**config.mk**
```make
export PLATFORM = sky130hd
export DESIGN_NAME = rx_channel_signal_detect
export DESIGN_NICKNAME = d
export VERILOG_FILES = /design/src/shared/sig_detect_pkg.sv /design/src/verilog/strength_avg_filter.sv /design/src/verilog/rx_channel_signal_detect.sv
export SDC_FILE = /design/constraint.sdc
export NUM_CORES = 1
export LEC_CHECK = 0
export BUFFER_PORTS_ARGS = -buffer_cell sky130_fd_sc_hd__buf_2
export CORE_UTILIZATION = 53
export CTS_BUF_LIST = sky130_fd_sc_hd__clkbuf_8
export CTS_CLUSTER_DIAMETER = 100
export DETAILED_ROUTE_END_ITERATION = 10
export PLACE_DENSITY = 0.84
export SLEW_MARGIN = 40
export SYNTH_ARGS = -nofsm -noshare
export SYNTH_HDL_FRONTEND = slang
export SYNTH_HIERARCHICAL = 1
export SYNTH_SLANG_ARGS = --single-unit
```
**constraint.sdc**
```tcl
create_clock -name pclk -period 4.7 [get_ports pclk]
set_input_delay 0.235 -clock pclk [delete_from_list [all_inputs] [get_ports pclk]]
set_output_delay 0.235 -clock pclk [all_outputs]
set_load 0.03 [all_outputs]
```
**src/shared/sig_detect_pkg.sv**
```systemverilog
package sig_detect_pkg;
  localparam int DATA_W = 32;
  localparam int ADDR_W = 12;
  // Register byte offsets
  localparam logic [ADDR_W-1:0] OFF_CTRL    = 12'h000;
  localparam logic [ADDR_W-1:0] OFF_THRESH  = 12'h004;
  localparam logic [ADDR_W-1:0] OFF_STRENGTH = 12'h008;
  localparam logic [ADDR_W-1:0] OFF_IRQ_STAT = 12'h00C;
  localparam logic [ADDR_W-1:0] OFF_IRQ_MASK = 12'h010;
  // Control field positions
  localparam int CTRL_AVG_LSB   = 0;
  localparam int CTRL_SEL_LSB   = 4;
  localparam int CTRL_WIN_LSB   = 8;
  localparam int CTRL_MUTE_BIT  = 12;
  localparam int CTRL_IRQSRC_BIT = 13;
  localparam int CTRL_EXTSRC_BIT = 14;
  localparam int CTRL_DIRECT_BIT = 15;
  // Reset values
  localparam logic [2:0] AVG_ORDER_RST = 3'h0;
  localparam logic [1:0] REPORT_SEL_RST = 2'h0;
  localparam logic [1:0] JUMP_SEL_RST  = 2'h2;
  localparam logic [7:0] THRESH_RST    = 8'hFF;
  localparam logic [1:0] IRQ_MASK_RST  = 2'h0;
  // Interrupt status bits
  localparam int IRQ_VALID_BIT = 0;
  localparam int IRQ_JUMP_BIT  = 1;
  localparam int IRQ_W         = 2;
  // Report select codes
  localparam logic [1:0] SEL_LIVE     = 2'h0;
  localparam logic [1:0] SEL_LATCH_RX = 2'h1;
  localparam logic [1:0] SEL_LATCH_PKT = 2'h2;
  localparam logic [1:0] SEL_LATCH_SYNC = 2'h3;
  // Strength-to-dBm conversion offset
  localparam logic [7:0] DBM_OFFSET = 8'h80;
  // Jump counts per window select
  localparam logic [3:0] JUMPS_0 = 4'h1;
  localparam logic [3:0] JUMPS_1 = 4'h2;
  localparam logic [3:0] JUMPS_2 = 4'h4;
  localparam logic [3:0] JUMPS_3 = 4'h8;
  localparam int SNR_MIN_DB = 7;
endpackage

```
**src/verilog/strength_avg_filter.sv**
```systemverilog
`timescale 1ns/1ns
module strength_avg_filter
  import sig_detect_pkg::*;
#(
  parameter int W = 8,
  parameter int ACC_W = 16
) (
  // Clock and reset
  input  wire logic         pclk,
  input  wire logic         presetn,
  // Samples
  input  wire logic         sample_valid,
  input  wire logic [W-1:0] sample_code,
  input  wire logic [2:0]   order,
  // Result
  output logic [W-1:0]      avg_code,
  output logic              avg_valid
);
  logic [ACC_W-1:0] acc_reg;
  logic [ACC_W-1:0] acc_next;
  logic [ACC_W-1:0] mean;

  // Exponential average with weight 2^-order
  always_comb begin
    mean = acc_reg >> order;
    acc_next = acc_reg - mean + ACC_W'(sample_code);
  end

  always_ff @(posedge pclk or negedge presetn) begin
    if (!presetn) begin
      acc_reg   <= '0;
      avg_code  <= '0;
      avg_valid <= 1'b0;
    end else begin
      avg_valid <= sample_valid;
      if (sample_valid) begin
        if (order == 3'h0) begin
          acc_reg  <= ACC_W'(sample_code);
          avg_code <= sample_code;
        end else begin
          acc_reg  <= acc_next;
          avg_code <= W'(acc_next >> order);
        end
      end
    end
  end
endmodule

```
**src/verilog/rx_channel_signal_detect.sv**
```systemverilog
// Summary of operation
// - Strength samples pass an averaging filter whose order is a 3-bit field.
// - The filtered code is converted to dBm; code and dBm both read back.
// - A 2-bit select picks the live strength or one latched in a rx state.
// - Output is 1 only when live strength is strictly above the threshold.
// - The threshold result can feed the valid irq and the rx extension.
// - Each 0-to-1 or 1-to-0 change of the demodulated stream is one jump.
// - A 2-bit field sets how many jumps qualify the signal as wanted.
// - Jump result is 1 only with jumps, valid deviation and SNR above 7 dB.
// - The jump result can feed the valid irq and the rx extension.
// - In direct mode with mute set, data is held low while no signal found.
`timescale 1ns/1ns
module rx_channel_signal_detect
  import sig_detect_pkg::*;
(
  // APB
  input  wire logic                                pclk,
  input  wire logic                                presetn,
  input  wire logic                                psel,
  input  wire logic                                penable,
  input  wire logic                                pwrite,
  input  wire logic [sig_detect_pkg::ADDR_W-1:0]   paddr,
  input  wire logic [sig_detect_pkg::DATA_W-1:0]   pwdata,
  output logic      [sig_detect_pkg::DATA_W-1:0]   prdata,
  output logic                                     pready,
  output logic                                     pslverr,
  // Strength samples
  input  wire logic                                sample_valid,
  input  wire logic [7:0]                          sample_code,
  // Receive state latch strobes
  input  wire logic                                rx_enter,
  input  wire logic                                pkt_detect,
  input  wire logic                                sync_detect,
  // Demodulator
  input  wire logic                                fsk_mode,
  input  wire logic                                demod_valid,
  input  wire logic                                demod_data,
  input  wire logic                                dev_valid,
  input  wire logic [7:0]                          snr_db,
  // Outputs
  output logic                                     data_out,
  output logic                                     strength_above,
  output logic                                     jump_detect,
  output logic                                     rx_extend,
  output logic                                     irq
);
  import sig_detect_pkg::*;

  logic [2:0] strength_avg_order;
  logic [1:0] strength_report_select;
  logic [1:0] jump_count_select;
  logic [7:0] strength_trigger_threshold;
  logic       mute_reg;
  logic       irq_src_reg;
  logic       ext_src_reg;
  logic       direct_reg;
  logic [IRQ_W-1:0] irq_stat_reg;
  logic [IRQ_W-1:0] irq_mask_reg;
  logic [7:0] strength_raw_code;
  logic       avg_valid;
  logic [7:0] live_code;
  logic [7:0] latch_code_reg;
  logic [7:0] report_code;
  logic [7:0] strength_dbm_value;
  logic [3:0] jump_cnt_reg;
  logic [3:0] jump_need;
  logic       last_bit_reg;
  logic       have_bit_reg;
  logic       jump_ok;
  logic       jump_prev_reg;
  logic       valid_prev_reg;
  logic       valid_src;
  logic       wr_en;
  logic       rd_en;
  logic       addr_ok;

  assign wr_en   = psel && penable && pwrite;
  assign rd_en   = psel && penable && !pwrite;
  assign pready  = 1'b1;
  assign addr_ok = (paddr == OFF_CTRL) || (paddr == OFF_THRESH) ||
                   (paddr == OFF_STRENGTH) || (paddr == OFF_IRQ_STAT) ||
                   (paddr == OFF_IRQ_MASK);
  assign pslverr = psel && penable && !addr_ok;

  // Configuration registers
  always_ff @(posedge pclk or negedge presetn) begin
    if (!presetn) begin
      strength_avg_order         <= AVG_ORDER_RST;
      strength_report_select     <= REPORT_SEL_RST;
      jump_count_select          <= JUMP_SEL_RST;
      strength_trigger_threshold <= THRESH_RST;
      mute_reg                   <= 1'b0;
      irq_src_reg                <= 1'b0;
      ext_src_reg                <= 1'b0;
      direct_reg                 <= 1'b0;
      irq_mask_reg               <= IRQ_MASK_RST;
    end else if (wr_en) begin
      case (paddr)
        OFF_CTRL: begin
          strength_avg_order     <= pwdata[CTRL_AVG_LSB +: 3];
          strength_report_select <= pwdata[CTRL_SEL_LSB +: 2];
          jump_count_select      <= pwdata[CTRL_WIN_LSB +: 2];
          mute_reg               <= pwdata[CTRL_MUTE_BIT];
          irq_src_reg            <= pwdata[CTRL_IRQSRC_BIT];
          ext_src_reg            <= pwdata[CTRL_EXTSRC_BIT];
          direct_reg             <= pwdata[CTRL_DIRECT_BIT];
        end
        OFF_THRESH: strength_trigger_threshold <= pwdata[7:0];
        OFF_IRQ_MASK: irq_mask_reg <= pwdata[IRQ_W-1:0];
        default: ;
      endcase
    end
  end

  strength_avg_filter #(
    .W     (8),
    .ACC_W (16)
  ) u_filter (
    .pclk         (pclk),
    .presetn      (presetn),
    .sample_valid (sample_valid),
    .sample_code  (sample_code),
    .order        (strength_avg_order),
    .avg_code     (live_code),
    .avg_valid    (avg_valid)
  );

  // Latched value captured on the selected receive event
  always_ff @(posedge pclk or negedge presetn) begin
    if (!presetn) begin
      latch_code_reg <= '0;
    end else begin
      case (strength_report_select)
        SEL_LATCH_RX:   if (rx_enter) latch_code_reg <= live_code;
        SEL_LATCH_PKT:  if (pkt_detect) latch_code_reg <= live_code;
        SEL_LATCH_SYNC: if (sync_detect) latch_code_reg <= live_code;
        default:        latch_code_reg <= live_code;
      endcase
    end
  end

  assign report_code = (strength_report_select == SEL_LIVE) ?
                       live_code : latch_code_reg;

  // Code to dBm: signed value, code minus offset
  always_ff @(posedge pclk or negedge presetn) begin
    if (!presetn) begin
      strength_raw_code  <= '0;
      strength_dbm_value <= '0;
    end else begin
      strength_raw_code  <= report_code;
      strength_dbm_value <= report_code - DBM_OFFSET;
    end
  end

  // Threshold compare on the live value, strict
  always_ff @(posedge pclk or negedge presetn) begin
    if (!presetn) begin
      strength_above <= 1'b0;
    end else begin
      strength_above <= live_code > strength_trigger_threshold;
    end
  end

  always_comb begin
    case (jump_count_select)
      2'h0:    jump_need = JUMPS_0;
      2'h1:    jump_need = JUMPS_1;
      2'h2:    jump_need = JUMPS_2;
      default: jump_need = JUMPS_3;
    endcase
  end

  // Phase jump counter
  always_ff @(posedge pclk or negedge presetn) begin
    if (!presetn) begin
      jump_cnt_reg <= '0;
      last_bit_reg <= 1'b0;
      have_bit_reg <= 1'b0;
    end else if (!fsk_mode) begin
      jump_cnt_reg <= '0;
      have_bit_reg <= 1'b0;
    end else if (demod_valid) begin
      last_bit_reg <= demod_data;
      have_bit_reg <= 1'b1;
      if (have_bit_reg && (demod_data != last_bit_reg)) begin
        if (jump_cnt_reg < JUMPS_3) begin
          jump_cnt_reg <= jump_cnt_reg + 4'h1;
        end
      end
    end
  end

  assign jump_ok = fsk_mode && (jump_cnt_reg >= jump_need) && dev_valid &&
                   (snr_db > 8'(SNR_MIN_DB));

  always_ff @(posedge pclk or negedge presetn) begin
    if (!presetn) begin
      jump_detect <= 1'b0;
    end else begin
      jump_detect <= jump_ok;
    end
  end

  // Source selection
  assign valid_src = irq_src_reg ? jump_detect : strength_above;
  always_ff @(posedge pclk or negedge presetn) begin
    if (!presetn) begin
      rx_extend <= 1'b0;
    end else begin
      rx_extend <= ext_src_reg ? jump_detect : strength_above;
    end
  end

  // Mute of direct-mode data
  always_ff @(posedge pclk or negedge presetn) begin
    if (!presetn) begin
      data_out <= 1'b0;
    end else begin
      data_out <= (direct_reg && mute_reg && !jump_detect) ?
                  1'b0 : demod_data;
    end
  end

  // Sticky interrupt status on rising edges, cleared by read; set wins
  always_ff @(posedge pclk or negedge presetn) begin
    if (!presetn) begin
      irq_stat_reg   <= '0;
      valid_prev_reg <= 1'b0;
      jump_prev_reg  <= 1'b0;
    end else begin
      valid_prev_reg <= valid_src;
      jump_prev_reg  <= jump_detect;
      irq_stat_reg <= ((rd_en && paddr == OFF_IRQ_STAT) ? '0 : irq_stat_reg)
                    | {jump_detect && !jump_prev_reg,
                       valid_src && !valid_prev_reg};
    end
  end

  assign irq = |(irq_stat_reg & irq_mask_reg);

  always_comb begin
    prdata = '0;
    if (rd_en) begin
      case (paddr)
        OFF_CTRL: begin
          prdata[CTRL_AVG_LSB +: 3] = strength_avg_order;
          prdata[CTRL_SEL_LSB +: 2] = strength_report_select;
          prdata[CTRL_WIN_LSB +: 2] = jump_count_select;
          prdata[CTRL_MUTE_BIT]     = mute_reg;
          prdata[CTRL_IRQSRC_BIT]   = irq_src_reg;
          prdata[CTRL_EXTSRC_BIT]   = ext_src_reg;
          prdata[CTRL_DIRECT_BIT]   = direct_reg;
        end
        OFF_THRESH:   prdata[7:0] = strength_trigger_threshold;
        OFF_STRENGTH: prdata[15:0] = {strength_dbm_value, strength_raw_code};
        OFF_IRQ_STAT: prdata[IRQ_W-1:0] = irq_stat_reg;
        OFF_IRQ_MASK: prdata[IRQ_W-1:0] = irq_mask_reg;
        default:      prdata = '0;
      endcase
    end
  end

  property p_above_strict;
    @(posedge pclk) disable iff (!presetn)
      1'b1 |=> strength_above == ($past(live_code) >
                                  $past(strength_trigger_threshold));
  endproperty
  a_above_strict: assert property (p_above_strict)
    else $error("threshold compare wrong");

  property p_jump_needs_snr;
    @(posedge pclk) disable iff (!presetn)
      jump_detect |-> $past(snr_db) > 8'(SNR_MIN_DB) && $past(dev_valid);
  endproperty
  a_jump_needs_snr: assert property (p_jump_needs_snr)
    else $error("jump detect without snr or deviation");

  property p_jump_needs_count;
    @(posedge pclk) disable iff (!presetn)
      jump_detect |-> $past(jump_cnt_reg) >= $past(jump_need);
  endproperty
  a_jump_needs_count: assert property (p_jump_needs_count)
    else $error("jump detect before enough jumps");

  property p_jump_counted;
    @(posedge pclk) disable iff (!presetn)
      fsk_mode && demod_valid && have_bit_reg &&
      demod_data != last_bit_reg && jump_cnt_reg < JUMPS_3
      |=> jump_cnt_reg == $past(jump_cnt_reg) + 4'h1;
  endproperty
  a_jump_counted: assert property (p_jump_counted)
    else $error("phase jump not counted");

  property p_mute;
    @(posedge pclk) disable iff (!presetn)
      direct_reg && mute_reg && !jump_detect |=> !data_out;
  endproperty
  a_mute: assert property (p_mute)
    else $error("muted data passed");

  property p_dbm;
    @(posedge pclk) disable iff (!presetn)
      1'b1 |=> strength_dbm_value == strength_raw_code - DBM_OFFSET;
  endproperty
  a_dbm: assert property (p_dbm)
    else $error("dbm conversion wrong");

  property p_live_report;
    @(posedge pclk) disable iff (!presetn)
      strength_report_select == SEL_LIVE |=>
        strength_raw_code == $past(live_code);
  endproperty
  a_live_report: assert property (p_live_report)
    else $error("live report wrong");

  property p_extend_src;
    @(posedge pclk) disable iff (!presetn)
      ext_src_reg && $stable(ext_src_reg) |=>
        rx_extend == $past(jump_detect);
  endproperty
  a_extend_src: assert property (p_extend_src)
    else $error("extension source wrong");

  property p_irq_src;
    @(posedge pclk) disable iff (!presetn)
      !irq_src_reg && strength_above && !valid_prev_reg |=>
        irq_stat_reg[IRQ_VALID_BIT];
  endproperty
  a_irq_src: assert property (p_irq_src)
    else $error("valid irq not set");
endmodule

```
## Word level (Yosys, flattened, before mapping)

Cells that the tools add are included.

| word-level totals | value |
|---|---|
| register bits after elaboration | 83 |
| bits of input ports | 73 |
| output and inout port bits | 39 |
| logic and storage cells | 112 |

| cells by class | value |
|---|---|
| add/sub/neg operators | 4 |
| $lt $le $gt $ge | 4 |
| equal/unequal tests | 16 |
| shift-type cells | 2 |
| muxes and demuxes | 27 |
| bitwise gates (word level) | 2 |
| reductions and logical operators | 33 |

Operator list:

| cell | count |
|---|---|
| $mux W8 | 5 |
| $mux W16 | 2 |
| $eq A12 B4 Y1 const B | 2 |
| $pmux W8 S3 | 1 |
| $add A16 B8 Y16 | 1 |
| $mux W4 | 4 |
| $shr A16 B3 Y16 | 1 |
| $shr A16 B3 Y8 | 1 |
| $sub A16 B16 Y16 | 1 |
| $logic_and A1 B1 Y1 | 13 |
| $eq A12 B3 Y1 const B | 1 |
| $eq A12 B5 Y1 const B | 1 |
| $logic_not A12 Y1 | 1 |
| $pmux W4 S3 | 1 |
| $pmux W2 S5 | 1 |
| $gt A8 B3 Y1 const B | 1 |
| $gt A8 B8 Y1 | 1 |
| $pmux W2 S2 | 2 |
| $pmux W4 S2 | 1 |
| $reduce_and A2 Y1 | 4 |
| $sub A8 B8 Y8 const B | 1 |
| $eq A2 B2 Y1 const B | 3 |
| $ne A2 B1 Y1 const B | 3 |
| $ne A2 B2 Y1 const B | 3 |
| 18 further kinds | 33 |

## Depth between registers and ports, before layout

| logic depth | value |
|---|---|
| depth in word-level cells | 7 |
| gate-level depth with buffers | 20 |
| mapped depth without buffers | 16 |

## Cells and area by module

Netlist, hierarchy kept.

By module, submodules not included:

| module | instances | cells an instance | area an instance (um^2) | sequential area each (um^2) |
|---|---|---|---|---|
| strength_avg_filter | 1 | 407 | 3135.5 | 625.6 |
| rx_channel_signal_detect | 1 | 258 | 2869.0 | 1312.5 |

## Least setup slack after synthesis

OpenSTA, ideal clock, no wires.

| timing | value |
|---|---|
| kind | register to register |
| start point | reg strength_avg_order[0] |
| end point | reg u_filter.avg_code[6] |
| setup time | 0.126 ns |
| arrival time | 4.410 ns |
| data required time | 4.574 ns |
| path slack | 0.164 ns |
| stages on the path, launching flop included | 18 |
| path buffers | 3 |
| path through | dfrtp_1 > clkbuf_8 > clkbuf_1 > clkbuf_1 > mux2i_1 > nor2_1 > a21oi_1 > mux2i_1 > fa_1 > inv_1 > fa_1 > a211oi_2 > o21ai_1 > a2111oi_2 > nor3_1 > or2_1 > mux4_2 > a221o_1 |

| on the way | value |
|---|---|
| longest elaborated chain between the ends | 5 |
| elaborated cells between the ends (all ways) | 6 |
| those cells by class | add/sub: 2; shift: 2; mux: 1; reduce/logical: 1 |

Ends and longest elaborated chain:

| item | RTL line | RTL |
|---|---|---|
| start: declaration | rx_channel_signal_detect.sv:49 | `logic [2:0] strength_avg_order;` |
| start signal: assignment | rx_channel_signal_detect.sv:100 | `strength_avg_order <= pwdata[CTRL_AVG_LSB +: 3];` |
| $shr A16 B3 Y16 | strength_avg_filter.sv:25 | `mean = acc_reg >> order;` |
| $sub A16 B16 Y16 | strength_avg_filter.sv:26 | `acc_next = acc_reg - mean + ACC_W'(sample_code);` |
| $add A16 B8 Y16 | strength_avg_filter.sv:26 |  |
| $shr A16 B3 Y8 | strength_avg_filter.sv:42 | `avg_code <= W'(acc_next >> order);` |
| $mux W8 (*) | strength_avg_filter.sv:37 | `if (order == 3'h0) begin` |
| end signal: assignment | strength_avg_filter.sv:39 | `avg_code <= sample_code;` |
| end signal: assignment | strength_avg_filter.sv:42 |  |
| end: declaration | strength_avg_filter.sv:16 | `output logic [W-1:0] avg_code,` |

Every way passes the cells marked *; elsewhere a longest branch is shown, timed or not.
A chain may end at the register's enable or synchronous reset.

## Final worst setup path

Ends and elaborated chain as after synthesis.

==> flow_summary.ini <==
[run_status]
status = complete, but fails checks
violations = hold timing

[placed_design]
gp_congestion = 0.943
port_buffers = 73
dp_hpwl_um = 11200
dp_cells = 856
placed_cell_area_mm2 = 0.00639

[global_routing]
antenna_found_initial = 0
grt_pass1_wl_um = 24200
grt_max_degree = 77
grt_pass1_vias = 5027
grt_use_total = 0.265
grt-ovfl-total = 0

[setup_path]
crit_required_ps = 4940
cpMaxStageDelayCell = fa_1
path_buf_inv = 2
path_cells = buf_12, mux2i_2, nand2_1, o21ai_0, mux2i_1, fa_1, inv_1, fa_1, a211oi_4, o21ai_2, a2111oi_4, nor3_1, or2_1, mux4_2, a221o_1
crit_type = reg -> reg
critical_path.max_stage_delay_ps = 510
end_kind = register
crit_path_frequent_cell = fa_1
arrival_ps = 4710
path_delay_family = compound AO/OA/AOI/OAI gates
worstPathMaxFanout = 29
critPathLaunchType = register

[sta]
clock_skew_ps = 7.18
fmax_mhz = 224
finalSetupViolations = 0
timing.hold.ws_ps = -19.5
period_minus_slack_ps = 4470
worstMarginPinSlew_ps = 761
finalHoldViolations = 4
slew_viol_final = 0
slew_headroom = 0.489
period_share = 0.951

[finish]
final_cell_mix = buf_2 (73), dfrtp_1 (66), nand2_1 (65)
final_nets = 844
drive_gt1_frac = 0.228
area_delta_synth_final_pct = 10.5
largest_reg_flops = 16
final_common_cell = buf_2
fin_cells = 872
n_fill_cell = 939
fin_area_mm2 = 0.00661
antennaDiodeCount = 0

[floorplanning]
die-area_mm2 = 0.0117
chipHeight_um = 108
num_rows = 38
initial_utilization = 0.547
io_pins = 112
fp.dieW_um = 108
fp.coreArea_mm2 = 0.0109

[power_and_ir_drop]
peakVddDrop_uv = 202
p_per_area_mw_per_mm2 = 281
leakagePower_uw = 0.00305

[drt]
wl_um = 14900
via_per_inst = 5.92
drtPass1Iterations = 6
dr_total_vias = 5165
drt_iter0_markers = 532
wl_per_cell_um = 17.1
drt_drc_violations_left = 0
antenna_left = 0

[clocking]
clock-sinks = 76
cts-hold-fix-buffers = 0
cts_buffer_depth = 2
h-tree-depth = 3
cts_buffers = 9
cts.clk_slew.worst_paths_ps = 80
cts_tree = yes
clock_latency_ps = 350
post_cts_buffers = 0
clockRootBuffer = clkbuf_8

[job]
drv_cap = 0

[synthesis]
avgSynthCellArea_um2 = 9.01
synth_cells = 664
synth_area_mm2 = 0.00598
ys_warn_count = 6

[worst_hold_path]
min_path_type = in -> async
-- per-layer routing --
layer,track usage,routed length [µm],vias to the layer above
li1,-,-,2448
met1,0.327,6210,2443
met2,0.470,7320,238
met3,0.0428,1090,36
met4,0.0832,281,0
met5,0,0,-
-- timing repair --
action,4_1_cts,5_1_grt
gates resized for setup,0,5
endpoints found under the hold margin,0,0
setup endpoints to repair,0,1
-- report_power, final --
group / switching, µW / internal (µW)
clock network: 250 / 243
logic: 404 / 248
registers: 24.8 / 687
-- through the flow --
step | setup TNS [ps] | total power, µW | utilization | setup WS, ps
after CTS | 0 | 1840 | 0.602 | 106
after global routing | -7.78 | 1960 | 0.604 | -7.78
after floorplan | 0 | 1180 | - | 164
after global placement | 0 | 1320 | 0.584 | 204
final | 0 | 1860 | 0.604 | 232
after detailed placement | 0 | 1350 | 0.584 | 164
-- area by class of cell --
| class | instances | area, µm² | share of cell area |
|---|---|---|---|
| well taps | 140 | 175 | 0.0265 |
| multi-input cells | 497 | 3630 | 0.550 |
| clock inverters | 7 | 67.6 | 0.0102 |
| clock buffers | 9 | 124 | 0.0187 |
| inverters | 57 | 214 | 0.0324 |
| flip-flops and latches | 76 | 1910 | 0.290 |
| repair buffers | 86 | 479 | 0.0725 |
-- worst paths after layout --
check                      slack (ps)  cells past startpoint                                         to                         startpoint
hold reg to reg                   430                      1                  irq_stat_reg[1]$_DFF_PN0_            jump_prev_reg$_DFF_PN0_
setup / recovery                  230                     15           u_filter/avg_code[6]$_DFFE_PN0P_  strength_avg_order[0]$_DFFE_PN0P_
min in group pclk                 110                      2  strength_trigger_threshold[6]$_DFFE_PN1P_                          pwdata[6]
setup reg to reg                  230                     15           u_filter/avg_code[6]$_DFFE_PN0P_  strength_avg_order[0]$_DFFE_PN0P_
max in group asynchronous        4210                      2          strength_avg_order[1]$_DFFE_PN0P_                            presetn
hold / removal                    -20                      2                   last_bit_reg$_DFFE_PN0P_                            presetn
Power figures use the tool's default switching activity.
